## config.mk

```make
export PLATFORM = sky130hd
export DESIGN_NAME = stc_config_regs
export DESIGN_NICKNAME = d
export VERILOG_FILES = /design/src/stc_pkg.sv /design/src/stc_config_regs.sv
export SDC_FILE = /design/constraint.sdc
export NUM_CORES = 2
export LEC_CHECK = 0
export BUFFER_PORTS_ARGS = -buffer_cell sky130_fd_sc_hd__buf_2
export CAP_MARGIN = 5
export CORE_MARGIN = 10
export CORE_UTILIZATION = 65
export DETAILED_ROUTE_END_ITERATION = 10
export GPL_TIMING_DRIVEN = 0
export PLACE_DENSITY = 0.83
export SLEW_MARGIN = 10
export SYNTH_ARGS = -nofsm -noshare
export SYNTH_HDL_FRONTEND = slang
export SYNTH_SLANG_ARGS = --single-unit
```

## constraint.sdc

```tcl
create_clock -name core_clk -period 54.5 [get_ports core_clk]
set_clock_uncertainty 0.1 [all_clocks]
set_input_delay 2.725 -clock core_clk [delete_from_list [all_inputs] [get_ports core_clk]]
set_output_delay 2.725 -clock core_clk [all_outputs]
set_load 0.05 [all_outputs]
```

## src/stc_pkg.sv

```systemverilog
// Package with register map, field positions and timing constants for the supply tracker.
package stc_pkg;
   // Register offsets
   localparam logic [7:0] UV_THRESHOLD_CH1          = 8'h00;
   localparam logic [7:0] OV_THRESHOLD_CH1          = 8'h04;
   localparam logic [7:0] THRESHOLD_RANGE_SELECT    = 8'h08;
   localparam logic [7:0] DEVICE_ROLE_FAULT_ENABLE  = 8'h09;
   localparam logic [7:0] FAULT_TIMEOUT_CONFIG      = 8'h0a;
   localparam logic [7:0] TRACK_SEQ_MODE_A          = 8'h0b;
   localparam logic [7:0] TRACK_SEQ_MODE_B          = 8'h0c;
   localparam logic [7:0] OVERCURRENT_THRESHOLD     = 8'h0d;
   localparam logic [7:0] OVERCURRENT_MASK_FILTER   = 8'h0e;
   localparam logic [7:0] POWERUP_DELAY_CONFIG      = 8'h0f;
   localparam logic [7:0] POWER_GOOD_THRESHOLD      = 8'h10;
   localparam logic [7:0] RESET_MASK_TIMEOUT        = 8'h11;
   localparam logic [7:0] SLEW_RATE_CONFIG          = 8'h12;
   localparam logic [7:0] POWERDOWN_PULLDOWN_CONFIG = 8'h13;
   localparam int         NUM_REGS                  = 20;
   localparam logic [4:0] LAST_IDX                  = 5'h13;
   localparam logic [7:0] CFG_RESET                 = 8'h00;
   // Serial command codes
   localparam logic [7:0] CMD_NV_BASE               = 8'h20;
   localparam logic [7:0] CMD_NV_LAST               = 8'h33;
   localparam logic [7:0] CMD_BLOCK_WRITE           = 8'h83;
   localparam logic [7:0] CMD_BLOCK_WR_PREP         = 8'hc0;
   localparam logic [7:0] CMD_BLOCK_RD_PREP         = 8'hc1;
   localparam logic [7:0] CMD_REBOOT                = 8'hc4;
   localparam logic [3:0] DEV_ADDR_HI               = 4'ha;
   // Field positions
   localparam int ROLE_HI = 7;
   localparam int ROLE_LO = 6;
   localparam int RETRY_BIT = 5;
   localparam int HOST_PERM_BIT = 1;
   localparam int HOST_EN_BIT = 0;
   localparam int FTO_HI = 7;
   localparam int FTO_LO = 4;
   localparam int OC_FILT_HI = 7;
   localparam int OC_FILT_LO = 6;
   localparam int OC_MASK_HI = 5;
   localparam int OC_MASK_LO = 2;
   localparam int DLY_HI = 7;
   localparam int DLY_LO = 5;
   localparam int RST_MASK_HI = 7;
   localparam int RST_MASK_LO = 4;
   localparam int RST_TO_HI = 3;
   localparam int RST_TO_LO = 1;
   localparam int SLEW_HI = 7;
   localparam int SLEW_LO = 6;
   localparam int PDN_FAST_BIT = 7;
   localparam int PULL_HI = 6;
   localparam int PULL_LO = 3;
   localparam logic [3:0] MODE_TRACK = 4'h0;
   localparam logic [1:0] SLEW_FAULT = 2'h3;
   // Timing
   localparam int CLK_MHZ       = 100;
   localparam int OC_BASE_US    = 12500;
   localparam int RST_MIN_US    = 25;
   localparam int RST_MIN_CYC   = RST_MIN_US * CLK_MHZ;
   localparam int RST_STEP_US   = 12500;
   localparam int FAULT_STEP_US = 10000;
   localparam int RETRY_US      = 100000;
   localparam int SYNC_W        = 16;
endpackage : stc_pkg

```

## src/stc_config_regs.sv

```systemverilog
// Configuration registers, serial slave and supervisory control of the supply tracker.
`timescale 1ns/1ps
`default_nettype none
module stc_config_regs #(
   parameter int unsigned OC_BASE_CYC   = stc_pkg::OC_BASE_US * stc_pkg::CLK_MHZ,
   parameter int unsigned RST_STEP_CYC  = stc_pkg::RST_STEP_US * stc_pkg::CLK_MHZ,
   parameter int unsigned FAULT_STEP_CYC = stc_pkg::FAULT_STEP_US * stc_pkg::CLK_MHZ,
   parameter int unsigned RETRY_CYC     = stc_pkg::RETRY_US * stc_pkg::CLK_MHZ
) (
   input  wire logic        core_clk,
   input  wire logic        rst,
   input  wire logic        scl,
   input  wire logic        sdaIn,
   output logic             sdaOut,
   output logic             sdaOe,
   input  wire logic [1:0]  addrPin,
   input  wire logic        enablePin,
   input  wire logic [3:0]  ocDetect,
   input  wire logic [3:0]  outGood,
   input  wire logic        rampDone,
   input  wire logic        trackFault,
   output logic             overcurrentAlertOut,
   output logic             faultAlert,
   output logic             resetOutN,
   output logic             powerOn,
   output logic             fastShutdown,
   output logic [3:0]       pulldownEn,
   output logic [1:0]       slewSel,
   output logic [2:0]       seqDelaySel,
   output logic [15:0]      outMode,
   output logic [1:0]       deviceRole,
   output logic [3:0]       rangeSel,
   output logic [31:0]      uvThreshold,
   output logic [31:0]      ovThreshold,
   output logic [7:0]       ocThreshold,
   output logic [7:0]       pgThreshold
);
   import stc_pkg::*;
   typedef enum logic [2:0] {I_IDLE = 3'b000, I_ADDR = 3'b001, I_CMD = 3'b010,
                             I_WDATA = 3'b011, I_RDATA = 3'b100, I_RACK = 3'b101} stc_i2c_t;
   function automatic logic [4:0] satInc(input logic [4:0] idx);
      satInc = (idx == LAST_IDX) ? LAST_IDX : 5'(idx + 5'h01);
   endfunction : satInc
   function automatic logic [31:0] cycOf(input logic [31:0] mult, input logic [31:0] unitCyc);
      cycOf = 32'(mult * unitCyc);
   endfunction : cycOf
   // Mask fields hold OUT1 in their top bit, status inputs carry OUT1 in bit 0
   function automatic logic [3:0] chanOrder(input logic [3:0] f);
      chanOrder = {f[0], f[1], f[2], f[3]};
   endfunction : chanOrder
   // Input synchronisers
   logic [SYNC_W-1:0] syncA_reg;
   logic [SYNC_W-1:0] syncB_reg;
   logic              sclD_reg;
   logic              sdaD_reg;
   always_ff @(posedge core_clk or posedge rst) begin
      if (rst) begin
         syncA_reg <= {2'b11, 14'h0000}; // Bus idles high, status inputs idle low
         syncB_reg <= {2'b11, 14'h0000};
         sclD_reg  <= 1'b1;
         sdaD_reg  <= 1'b1;
      end else begin
         syncA_reg <= {scl, sdaIn, addrPin, enablePin, ocDetect, outGood, rampDone, trackFault, 1'b0};
         syncB_reg <= syncA_reg;
         sclD_reg  <= syncB_reg[15];
         sdaD_reg  <= syncB_reg[14];
      end
   end
   wire logic       sclS   = syncB_reg[15];
   wire logic       sdaS   = syncB_reg[14];
   wire logic [1:0] addrS  = syncB_reg[13:12];
   wire logic       enPinS = syncB_reg[11];
   wire logic [3:0] ocS    = syncB_reg[10:7];
   wire logic [3:0] goodS  = syncB_reg[6:3];
   wire logic       doneS  = syncB_reg[2];
   wire logic       tfS    = syncB_reg[1];
   // Bus condition detection
   wire logic sclRise = sclS & ~sclD_reg;
   wire logic sclFall = ~sclS & sclD_reg;
   wire logic busStart = sclS & sclD_reg & sdaD_reg & ~sdaS;
   wire logic busStop  = sclS & sclD_reg & ~sdaD_reg & sdaS;
   // Register storage
   logic [7:0] cfg [NUM_REGS];
   logic [7:0] nv  [NUM_REGS];
   // Serial slave state
   stc_i2c_t   st_reg;
   logic [3:0] bitCnt_reg;
   logic [7:0] shift_reg;
   logic       ackPhase_reg;
   logic       countNext_reg;
   logic [4:0] ptr_reg;
   logic       ptrNv_reg;
   logic       sdaOe_reg;
   logic       wrEn_reg;
   logic       wrNv_reg;
   logic [4:0] wrIdx_reg;
   logic [7:0] wrData_reg;
   logic       reboot_reg;
   // Command byte decode
   wire logic [7:0] cmdByte  = shift_reg;
   wire logic       cmdCfg   = cmdByte <= POWERDOWN_PULLDOWN_CONFIG;
   wire logic       cmdNv    = (cmdByte >= CMD_NV_BASE) && (cmdByte <= CMD_NV_LAST);
   wire logic       cmdOther = (cmdByte == CMD_BLOCK_WRITE) || (cmdByte == CMD_BLOCK_WR_PREP)
                               || (cmdByte == CMD_BLOCK_RD_PREP) || (cmdByte == CMD_REBOOT);
   wire logic       addrHit  = (shift_reg[7:4] == DEV_ADDR_HI) && (shift_reg[3:2] == addrS);
   wire logic [7:0] rdByte   = ptrNv_reg ? nv[ptr_reg] : cfg[ptr_reg];
   wire logic [7:0] nvOff    = 8'(cmdByte - CMD_NV_BASE);
   // Serial slave: sample on rising clock, drive on falling clock
   always_ff @(posedge core_clk or posedge rst) begin
      if (rst) begin
         st_reg        <= I_IDLE;
         bitCnt_reg    <= 4'h0;
         shift_reg     <= 8'h00;
         ackPhase_reg  <= 1'b0;
         countNext_reg <= 1'b0;
         ptr_reg       <= 5'h00;
         ptrNv_reg     <= 1'b0;
         sdaOe_reg     <= 1'b0;
         wrEn_reg      <= 1'b0;
         wrNv_reg      <= 1'b0;
         wrIdx_reg     <= 5'h00;
         wrData_reg    <= 8'h00;
         reboot_reg    <= 1'b0;
      end else begin
         wrEn_reg   <= 1'b0;
         reboot_reg <= 1'b0;
         if (busStart) begin
            st_reg       <= I_ADDR;
            bitCnt_reg   <= 4'h0;
            ackPhase_reg <= 1'b0;
            sdaOe_reg    <= 1'b0;
         end else if (busStop) begin
            st_reg       <= I_IDLE;
            ackPhase_reg <= 1'b0;
            sdaOe_reg    <= 1'b0;
         end else if (sclRise && !ackPhase_reg) begin
            if (st_reg == I_RACK) begin
               if (sdaS) begin
                  st_reg <= I_IDLE;
               end else begin
                  ptr_reg      <= satInc(ptr_reg);
                  st_reg       <= I_RDATA;
                  bitCnt_reg   <= 4'h0;
                  ackPhase_reg <= 1'b1;
               end
            end else if (st_reg == I_RDATA && bitCnt_reg < 4'h8) begin
               shift_reg  <= {shift_reg[6:0], 1'b0};
               bitCnt_reg <= 4'(bitCnt_reg + 4'h1);
            end else if (st_reg != I_IDLE && bitCnt_reg < 4'h8) begin
               shift_reg  <= {shift_reg[6:0], sdaS};
               bitCnt_reg <= 4'(bitCnt_reg + 4'h1);
            end
         end else if (sclFall) begin
            if (ackPhase_reg) begin
               ackPhase_reg <= 1'b0;
               bitCnt_reg   <= 4'h0;
               sdaOe_reg    <= (st_reg == I_RDATA) ? ~rdByte[7] : 1'b0;
               if (st_reg == I_RDATA) begin
                  shift_reg <= rdByte;
               end
            end else if (st_reg == I_RDATA) begin
               if (bitCnt_reg == 4'h8) begin
                  sdaOe_reg <= 1'b0;
                  st_reg    <= I_RACK;
               end else begin
                  sdaOe_reg <= ~shift_reg[7];
               end
            end else if (bitCnt_reg == 4'h8) begin
               unique case (st_reg)
                  I_ADDR: begin
                     sdaOe_reg    <= addrHit;
                     ackPhase_reg <= addrHit;
                     st_reg       <= !addrHit ? I_IDLE : (shift_reg[0] ? I_RDATA : I_CMD);
                  end
                  I_CMD: begin
                     sdaOe_reg     <= cmdCfg | cmdNv | cmdOther;
                     ackPhase_reg  <= cmdCfg | cmdNv | cmdOther;
                     st_reg        <= (cmdCfg | cmdNv | cmdOther) ? I_WDATA : I_IDLE;
                     countNext_reg <= cmdByte == CMD_BLOCK_WRITE;
                     reboot_reg    <= cmdByte == CMD_REBOOT;
                     if (cmdCfg || cmdNv) begin
                        ptr_reg   <= cmdCfg ? cmdByte[4:0] : nvOff[4:0];
                        ptrNv_reg <= cmdNv;
                     end
                  end
                  I_WDATA: begin
                     sdaOe_reg    <= 1'b1;
                     ackPhase_reg <= 1'b1;
                     if (countNext_reg) begin
                        countNext_reg <= 1'b0;
                     end else begin
                        wrEn_reg   <= 1'b1;
                        wrNv_reg   <= ptrNv_reg;
                        wrIdx_reg  <= ptr_reg;
                        wrData_reg <= shift_reg;
                        ptr_reg    <= satInc(ptr_reg);
                     end
                  end
                  default: begin
                     st_reg <= I_IDLE;
                  end
               endcase
            end
         end
      end
   end
   // Register array: host writes, reboot reload from nonvolatile copy
   always_ff @(posedge core_clk or posedge rst) begin
      if (rst) begin
         for (int i = 0; i < NUM_REGS; i++) begin
            cfg[i] <= CFG_RESET;
            nv[i]  <= CFG_RESET;
         end
      end else if (reboot_reg) begin
         for (int i = 0; i < NUM_REGS; i++) begin
            cfg[i] <= nv[i];
         end
      end else if (wrEn_reg) begin
         if (wrNv_reg) begin
            nv[wrIdx_reg] <= wrData_reg;
         end else begin
            cfg[wrIdx_reg] <= wrData_reg;
         end
      end
   end
   // Field selection
   wire logic [7:0] roleReg = cfg[DEVICE_ROLE_FAULT_ENABLE[4:0]];
   wire logic [7:0] ocmReg  = cfg[OVERCURRENT_MASK_FILTER[4:0]];
   wire logic [7:0] rmtReg  = cfg[RESET_MASK_TIMEOUT[4:0]];
   wire logic [7:0] pdnReg  = cfg[POWERDOWN_PULLDOWN_CONFIG[4:0]];
   wire logic [1:0] roleF   = roleReg[ROLE_HI:ROLE_LO];
   wire logic       standAlone = roleF == 2'b00;
   wire logic [15:0] modeRaw = {cfg[TRACK_SEQ_MODE_A[4:0]], cfg[TRACK_SEQ_MODE_B[4:0]]};
   wire logic [15:0] modeEff = standAlone ? modeRaw : {4{MODE_TRACK}};
   wire logic       hostPerm = roleReg[HOST_PERM_BIT];
   wire logic       powerReq = hostPerm ? roleReg[HOST_EN_BIT] : enPinS;
   wire logic       ocActive = |(ocS & chanOrder(ocmReg[OC_MASK_HI:OC_MASK_LO])) & powerOn;
   wire logic [1:0] ocF      = ocmReg[OC_FILT_HI:OC_FILT_LO];
   wire logic [31:0] ocLimit = cycOf((ocF == 2'h0) ? 32'd1 : 32'd4 << (ocF - 2'h1), OC_BASE_CYC);
   wire logic [2:0] rtoF     = rmtReg[RST_TO_HI:RST_TO_LO];
   wire logic [31:0] rstLimit = (rtoF == 3'h0) ? 32'(RST_MIN_CYC) :
                               (rtoF == 3'h7) ? cycOf(32'd128, RST_STEP_CYC) :
                               cycOf(32'd1 << (rtoF - 3'h1), RST_STEP_CYC);
   wire logic       rstBad   = |(~goodS & chanOrder(rmtReg[RST_MASK_HI:RST_MASK_LO]));
   wire logic [3:0] ftoF     = cfg[FAULT_TIMEOUT_CONFIG[4:0]][FTO_HI:FTO_LO];
   wire logic [31:0] fltLimit = cycOf(32'(ftoF) + 32'd1, FAULT_STEP_CYC);
   wire logic       fastBit  = pdnReg[PDN_FAST_BIT];
   // Supervisory timers and power control
   logic [31:0] ocCnt_reg;
   logic [31:0] rstCnt_reg;
   logic [31:0] fltCnt_reg;
   logic [31:0] retryCnt_reg;
   logic        faulted_reg;
   logic        ocAlert_reg;
   logic        rstN_reg;
   logic        powerOn_reg;
   wire logic   timeoutHit = powerOn_reg && !doneS && (fltCnt_reg >= fltLimit);
   wire logic   faultSet   = timeoutHit || (powerOn_reg && tfS);
   always_ff @(posedge core_clk or posedge rst) begin
      if (rst) begin
         ocCnt_reg    <= 32'h0;
         rstCnt_reg   <= 32'h0;
         fltCnt_reg   <= 32'h0;
         retryCnt_reg <= 32'h0;
         faulted_reg  <= 1'b0;
         ocAlert_reg  <= 1'b0;
         rstN_reg     <= 1'b0;
         powerOn_reg  <= 1'b0;
      end else begin
         ocCnt_reg   <= !ocActive ? 32'h0 : (ocCnt_reg > ocLimit ? ocCnt_reg : 32'(ocCnt_reg + 1));
         ocAlert_reg <= ocActive && (ocCnt_reg > ocLimit);
         rstCnt_reg  <= rstBad ? 32'h0 : (rstCnt_reg >= rstLimit ? rstCnt_reg : 32'(rstCnt_reg + 1));
         rstN_reg    <= !rstBad && (rstCnt_reg >= rstLimit);
         fltCnt_reg  <= (powerOn_reg && !doneS) ? 32'(fltCnt_reg + 1) : 32'h0;
         retryCnt_reg <= (faulted_reg && roleReg[RETRY_BIT]) ? 32'(retryCnt_reg + 1) : 32'h0;
         if (faultSet) begin
            faulted_reg <= 1'b1;
         end else if ((roleReg[RETRY_BIT] && retryCnt_reg >= RETRY_CYC) || !powerReq) begin
            faulted_reg <= 1'b0;
         end
         powerOn_reg <= powerReq && !faulted_reg && !faultSet;
      end
   end
   // Registered outputs
   logic       fast_reg;
   logic [3:0] pull_reg;
   logic [1:0] slew_reg;
   always_ff @(posedge core_clk or posedge rst) begin
      if (rst) begin
         fast_reg <= 1'b0;
         pull_reg <= 4'h0;
         slew_reg <= 2'h0;
      end else begin
         fast_reg <= fastBit && !powerOn_reg;
         pull_reg <= pdnReg[PULL_HI:PULL_LO] & {4{(fastBit && !powerOn_reg) || tfS || faulted_reg}};
         slew_reg <= (tfS || faulted_reg) ? SLEW_FAULT : cfg[SLEW_RATE_CONFIG[4:0]][SLEW_HI:SLEW_LO];
      end
   end
   // Configuration fields presented to the analog side
   logic [15:0] mode_reg;
   logic [1:0]  role_reg;
   logic [2:0]  dly_reg;
   logic [3:0]  range_reg;
   logic [31:0] uv_reg;
   logic [31:0] ov_reg;
   logic [7:0]  oct_reg;
   logic [7:0]  pgt_reg;
   always_ff @(posedge core_clk or posedge rst) begin
      if (rst) begin
         mode_reg  <= 16'h0;
         role_reg  <= 2'h0;
         dly_reg   <= 3'h0;
         range_reg <= 4'h0;
         uv_reg    <= 32'h0;
         ov_reg    <= 32'h0;
         oct_reg   <= 8'h00;
         pgt_reg   <= 8'h00;
      end else begin
         mode_reg  <= modeEff;
         role_reg  <= roleF;
         dly_reg   <= cfg[POWERUP_DELAY_CONFIG[4:0]][DLY_HI:DLY_LO];
         range_reg <= cfg[THRESHOLD_RANGE_SELECT[4:0]][3:0];
         uv_reg    <= {cfg[3], cfg[2], cfg[1], cfg[UV_THRESHOLD_CH1[4:0]]};
         ov_reg    <= {cfg[7], cfg[6], cfg[5], cfg[OV_THRESHOLD_CH1[4:0]]};
         oct_reg   <= cfg[OVERCURRENT_THRESHOLD[4:0]];
         pgt_reg   <= cfg[POWER_GOOD_THRESHOLD[4:0]];
      end
   end

   assign sdaOut              = 1'b0;
   assign sdaOe               = sdaOe_reg;
   assign overcurrentAlertOut = ocAlert_reg;
   assign faultAlert          = faulted_reg;
   assign resetOutN           = rstN_reg;
   assign powerOn             = powerOn_reg;
   assign fastShutdown        = fast_reg;
   assign pulldownEn          = pull_reg;
   assign slewSel             = slew_reg;
   assign seqDelaySel         = dly_reg;
   assign outMode             = mode_reg;
   assign deviceRole          = role_reg;
   assign rangeSel            = range_reg;
   assign uvThreshold         = uv_reg;
   assign ovThreshold         = ov_reg;
   assign ocThreshold         = oct_reg;
   assign pgThreshold         = pgt_reg;
   // Checks
   a_oc_mask_gate: assert property (@(posedge core_clk) disable iff (rst)
      !ocActive |=> !overcurrentAlertOut) else $error("alert without masked overcurrent");
   a_oc_filter_time: assert property (@(posedge core_clk) disable iff (rst)
      $rose(overcurrentAlertOut) |-> $past(ocActive) && ocCnt_reg > ocLimit)
      else $error("alert before filter period");
   a_fault_powerdown: assert property (@(posedge core_clk) disable iff (rst)
      faultSet |=> faultAlert ##1 !powerOn) else $error("fault did not power down");
   a_fault_latch_off: assert property (@(posedge core_clk) disable iff (rst)
      faulted_reg && !roleReg[RETRY_BIT] && powerReq && !$past(roleReg[RETRY_BIT]) |=> faulted_reg)
      else $error("latched fault cleared");
   a_rst_mask_assert: assert property (@(posedge core_clk) disable iff (rst)
      rstBad |=> !resetOutN) else $error("reset not asserted");
   a_rst_timeout_len: assert property (@(posedge core_clk) disable iff (rst)
      $rose(resetOutN) |-> $past(rstCnt_reg) >= $past(rstLimit)) else $error("reset released early");
   a_host_en_ignore: assert property (@(posedge core_clk) disable iff (rst)
      !powerReq |=> !powerOn) else $error("power on without enable");
   a_role_track_only: assert property (@(posedge core_clk) disable iff (rst)
      deviceRole != 2'b00 |-> outMode == {4{MODE_TRACK}}) else $error("sequencing in multi role");
   a_slew_fault_ovr: assert property (@(posedge core_clk) disable iff (rst)
      faulted_reg |=> slewSel == SLEW_FAULT) else $error("slew not overridden");
   a_reboot_reload: assert property (@(posedge core_clk) disable iff (rst)
      reboot_reg |=> cfg[0] == $past(nv[0])) else $error("reboot did not reload");
   c_reg_write: cover property (@(posedge core_clk) disable iff (rst) wrEn_reg && !wrNv_reg);
   c_read_byte: cover property (@(posedge core_clk) disable iff (rst) st_reg == I_RACK);
   c_fault_retry: cover property (@(posedge core_clk) disable iff (rst) $fell(faulted_reg));
   c_oc_alert: cover property (@(posedge core_clk) disable iff (rst) $rose(overcurrentAlertOut));
endmodule : stc_config_regs
`default_nettype wire

```

==> qor_table.md <==
| Parameter | This run |
|---|---|
| Status | completed |
| Cell at the slowest stage of the critical path | xnor2_1 |
| Top cell type by total area after synthesis | dfrtp_1 |
| Sum of net half-perimeters after detailed placement | 73,800 µm |
| List of most frequent post-synthesis cells | 630 x dfrtp_1, 367 x nand2_1, 249 x o21ai_0, 232 x ha_1, 178 x mux2_2 |
| Minimum clock period after layout | 8540 ps |
| TritonCTS clock tree | done |
| Mean Syn Cell Area | 11.1 µm² |
| Crit path arrival time | 8900 ps |
| Final cycle utilization of the critical path | 0.157 |
| Die H | 250 µm |
| Critical Path Start | rmtReg[1] |
| Overall Power | 1.06 mW |
| Via count of the first global-routing pass | 27,004 |
| Reg-to-Reg Start | rmtReg[1] |
| Detailed-route wire length per cell | 25.3 µm |
| Global-route wire length before repair | 159,000 µm |
| I/O pins | 135 |
| Total core area | 0.0526 mm² |
| Type of the worst setup path | flop to flop |
| Starting utilization of the core area | 0.656 |
| Transition time at the pin with the least slew margin | 1280 ps |
| Count of instances resized after the clock tree is built | 0 |
| Standard-cell row count | 84 |
| Max reg flops | 160 |
| Critical path's largest stage delay | 560 ps |
| Proportion of synthesized chip area in sequential cells | 0.462 |
| Number of warnings reported in the yosys synthesis log | 0 |
| Worst skew pair latency | 620 ps |
| Sort of element at the end of the critical path | flop |
| Pin count of the biggest net entering global routing | 125 |
| Routability cong. | 1.02 |
| Headroom to the max-slew limit | 0.142 |
| Worst reg2reg setup slack | 45,960 ps |
| Kind of start point of the critical path | flop |
| Seq pwr share | 0.454 |
| Number of antenna violations at the first check in global routing | 6 |
| Min-delay worst type | flop to flop |
| Number of enable-type register cells in the synthesized netlist | 0 |
| Number of buffers inserted by post-CTS setup repair | 0 |
| Cell internal power dissipation | 0.794 mW |
| All-layer global routing usage | 0.326 |
| Sequential cell area | 0.0159 mm² |
| Post-Syn Instances | 3,117 |
| Clock buffer count from CTS | 68 |
| Regs by FF count | nv x160, cfg x128 |
| DRC Markers | 0 |
| Data required time at the worst endpoint | 54,860 ps |
| Number of H-tree branching levels | 3 |
| Clk root buf | clkbuf_16 |
| Number of nets at the end of the flow | 3,606 |
| Peak supply drop | 0.0000308 V |
| Register with the most flip-flops | nv |
| Switching part of the total power | 0.251 |
| Async set-reset flop share out of synthesis | 1.00 |
| Flip-flop cell with the highest count after synthesis | dfrtp_1 |
| Ratio of total power to cell area | 27.6 mW/mm² |
| Comb pwr share | 0.093 |
| Fmax | 0.117 GHz |
| Pins Over Slew Limit | 0 |
| Area overhead of the layout relative to synthesis | 11.6% |
| Cell type with the highest occurrence count on the critical path | ha_1 |
| Count of cell types in the netlist | 72 |
| 1st-pass router iterations | 5 |
| Fraction of layout cells with a size suffix above 1 | 0.165 |
| Post-cts hold buffer count | 0 |
| Clock input transition at the sequential cells of the worst setup and hold paths | 60 ps |
| Aggregate global routing overflow | 0 |
| Die boundary width | 250 µm |
| Number of DRC markers after the initial detailed-route iteration | 2,945 |
| Via count of the routed design | 26,716 |
| Post-synth top area share | 0.457 |
| Static power due to leakage | 18.8 nW |
| Vias per cell | 6.57 |
| Clock tree sinks | 636 |
| CTS max path bufs | 3 |
| Final count of hold timing violations | 0 |
| Total area of multi-input combinational cells | 0.0175 mm² |
| Crit path max fanout | 10 |
| Cell with the most instances after synthesis | dfrtp_1 |
| Number of buffers added on ports | 133 |
| Count of filler cells inserted in the layout | 3,598 |
| Count of antenna-violating nets left after detailed routing | 0 |
| Setup repair after global routing missed its margin | no |
| Clock Power Share | 0.452 |
| Dominant cells by area after synthesis | dfrtp_1 46%, ha_1 8.4%, mux4_2 6.2%, mux2_2 5.8%, mux2i_1 5.0% |
| Area of the mapped netlist | 0.0345 mm² |
| Net load switching power | 0.266 mW |
| Worst hold start | syncA_reg[3] |
| Total of endpoints with negative setup slack in the final report | 0 |
| Die Outline Area | 0.0626 mm² |
| Max-cap viol count | 0 |
| Routed WL | 103,000 µm |
| Final setup TNS | 0 ps |
| Number of flip-flops and latches in the synthesized netlist | 636 |
metal layers:
layer,GRT usage,part of all wire,wire length (µm),up-vias
li1,-,-,-,11525
met1,0.415,0.38,39500,13412
met2,0.512,0.46,47600,1468
met3,0.0744,0.094,9690,305
met4,0.177,0.059,6080,6
met5,0,0.00033,34,-
power groups by stage:
stage                     Clock [mW]  Combinational [mW]  Sequential [mW]
final                          0.479              0.0991            0.482
after global placement             0              0.0947            0.491
after floorplan                    0              0.0648            0.491
after CTS                      0.482              0.0979            0.482
after detailed placement           0              0.0978            0.490
after global routing           0.502               0.104            0.482
per-stage QoR:
| step | hold slack, ps | worst slack (ps) | utilization | instances | area (µm²) |
|---|---|---|---|---|---|
| final | 247 | 45960 | 0.732 | 4068 | 38500 |
| after global routing | 250 | 45370 | 0.732 | 4066 | 38500 |
| after CTS | 249 | 46080 | 0.732 | 4066 | 38500 |
| after detailed placement | 235 | 46160 | 0.688 | 3947 | 36200 |
| after global placement | 233 | 28220 | 0.685 | 3942 | 36000 |
| after floorplan | 231 | 33870 | - | 3121 | 34500 |
cell type report:
cell class | instances | share of cell area
Sequential cell | 636 | 0.414
Inverter | 134 | 0.0133
Antenna cell | 2 | 0.000130
Clock buffer | 95 | 0.0508
Buffer | 154 | 0.0156
Clock inverter | 24 | 0.00917
Multi-Input combinational cell | 2197 | 0.454
Tap cell | 688 | 0.0224
Timing Repair Buffer | 138 | 0.0209
worst max-delay path, delay by kind of cell, from the launching register on:
| kind | cells | cell delay (ps) |
|---|---|---|
| XOR/XNOR | 2 | 760 |
| adder cells (fa/ha/maj) | 9 | 2530 |
| AND/OR/NAND/NOR | 6 | 1350 |
| AO/OA/AOI/OAI | 8 | 2320 |
| flip-flops | 1 | 490 |
| buffers and inverters | 6 | 830 |
logic make-up (layout without fill, tap and decap cells):
family / count (synthesis) / after routing / synth area share
simple gates: 893 / 893 / 0.124
flops: 636 / 636 / 0.462
compound gates: 481 / 481 / 0.0821
mux: 446 / 446 / 0.171
buf+inv: 288 / 545 / 0.0320
fa+ha+maj: 260 / 260 / 0.101
xor+xnor: 111 / 111 / 0.0282
other cells: 2 / 8 / 0.000218
worst paths after layout:
kind / to / cells past startpoint
max reg2reg: rstCnt_reg[9] / 31
max in group asynchronous: cmdByte[0] / 5
min: syncB_reg[3] / 0
min in group asynchronous: fltCnt_reg[28] / 2
max: rstCnt_reg[9] / 31
min reg2reg: syncB_reg[3] / 0
placed cells by master, fill, tap and decap left out, drive strengths merged, types with 8 or more instances in the layout:
master | Yosys | layout
o211ai | 25 | 25
or2 | 8 | 8
mux2i | 173 | 173
xor2 | 50 | 50
nor2 | 156 | 156
buf | 19 | 157
and2 | 49 | 49
nand3 | 51 | 51
o21ai | 249 | 249
or4 | 13 | 13
dfrtp | 630 | 630
xnor2 | 61 | 61
and4 | 10 | 10
a31oi | 12 | 12
a21oi | 92 | 92
a31o | 8 | 8
clkbuf | 135 | 230
nand2b | 28 | 28
or3 | 33 | 33
nand2 | 367 | 367
nand3b | 14 | 14
ha | 232 | 232
nand4 | 38 | 38
mux2 | 178 | 178
clkinv | 0 | 13
nor3 | 32 | 32
nor2b | 24 | 24
nor4 | 21 | 21
mux4 | 95 | 95
inv | 134 | 138
fa | 28 | 28
and3 | 35 | 35
a21o | 12 | 12
Note: power is estimated with default switching activity, not from simulation.
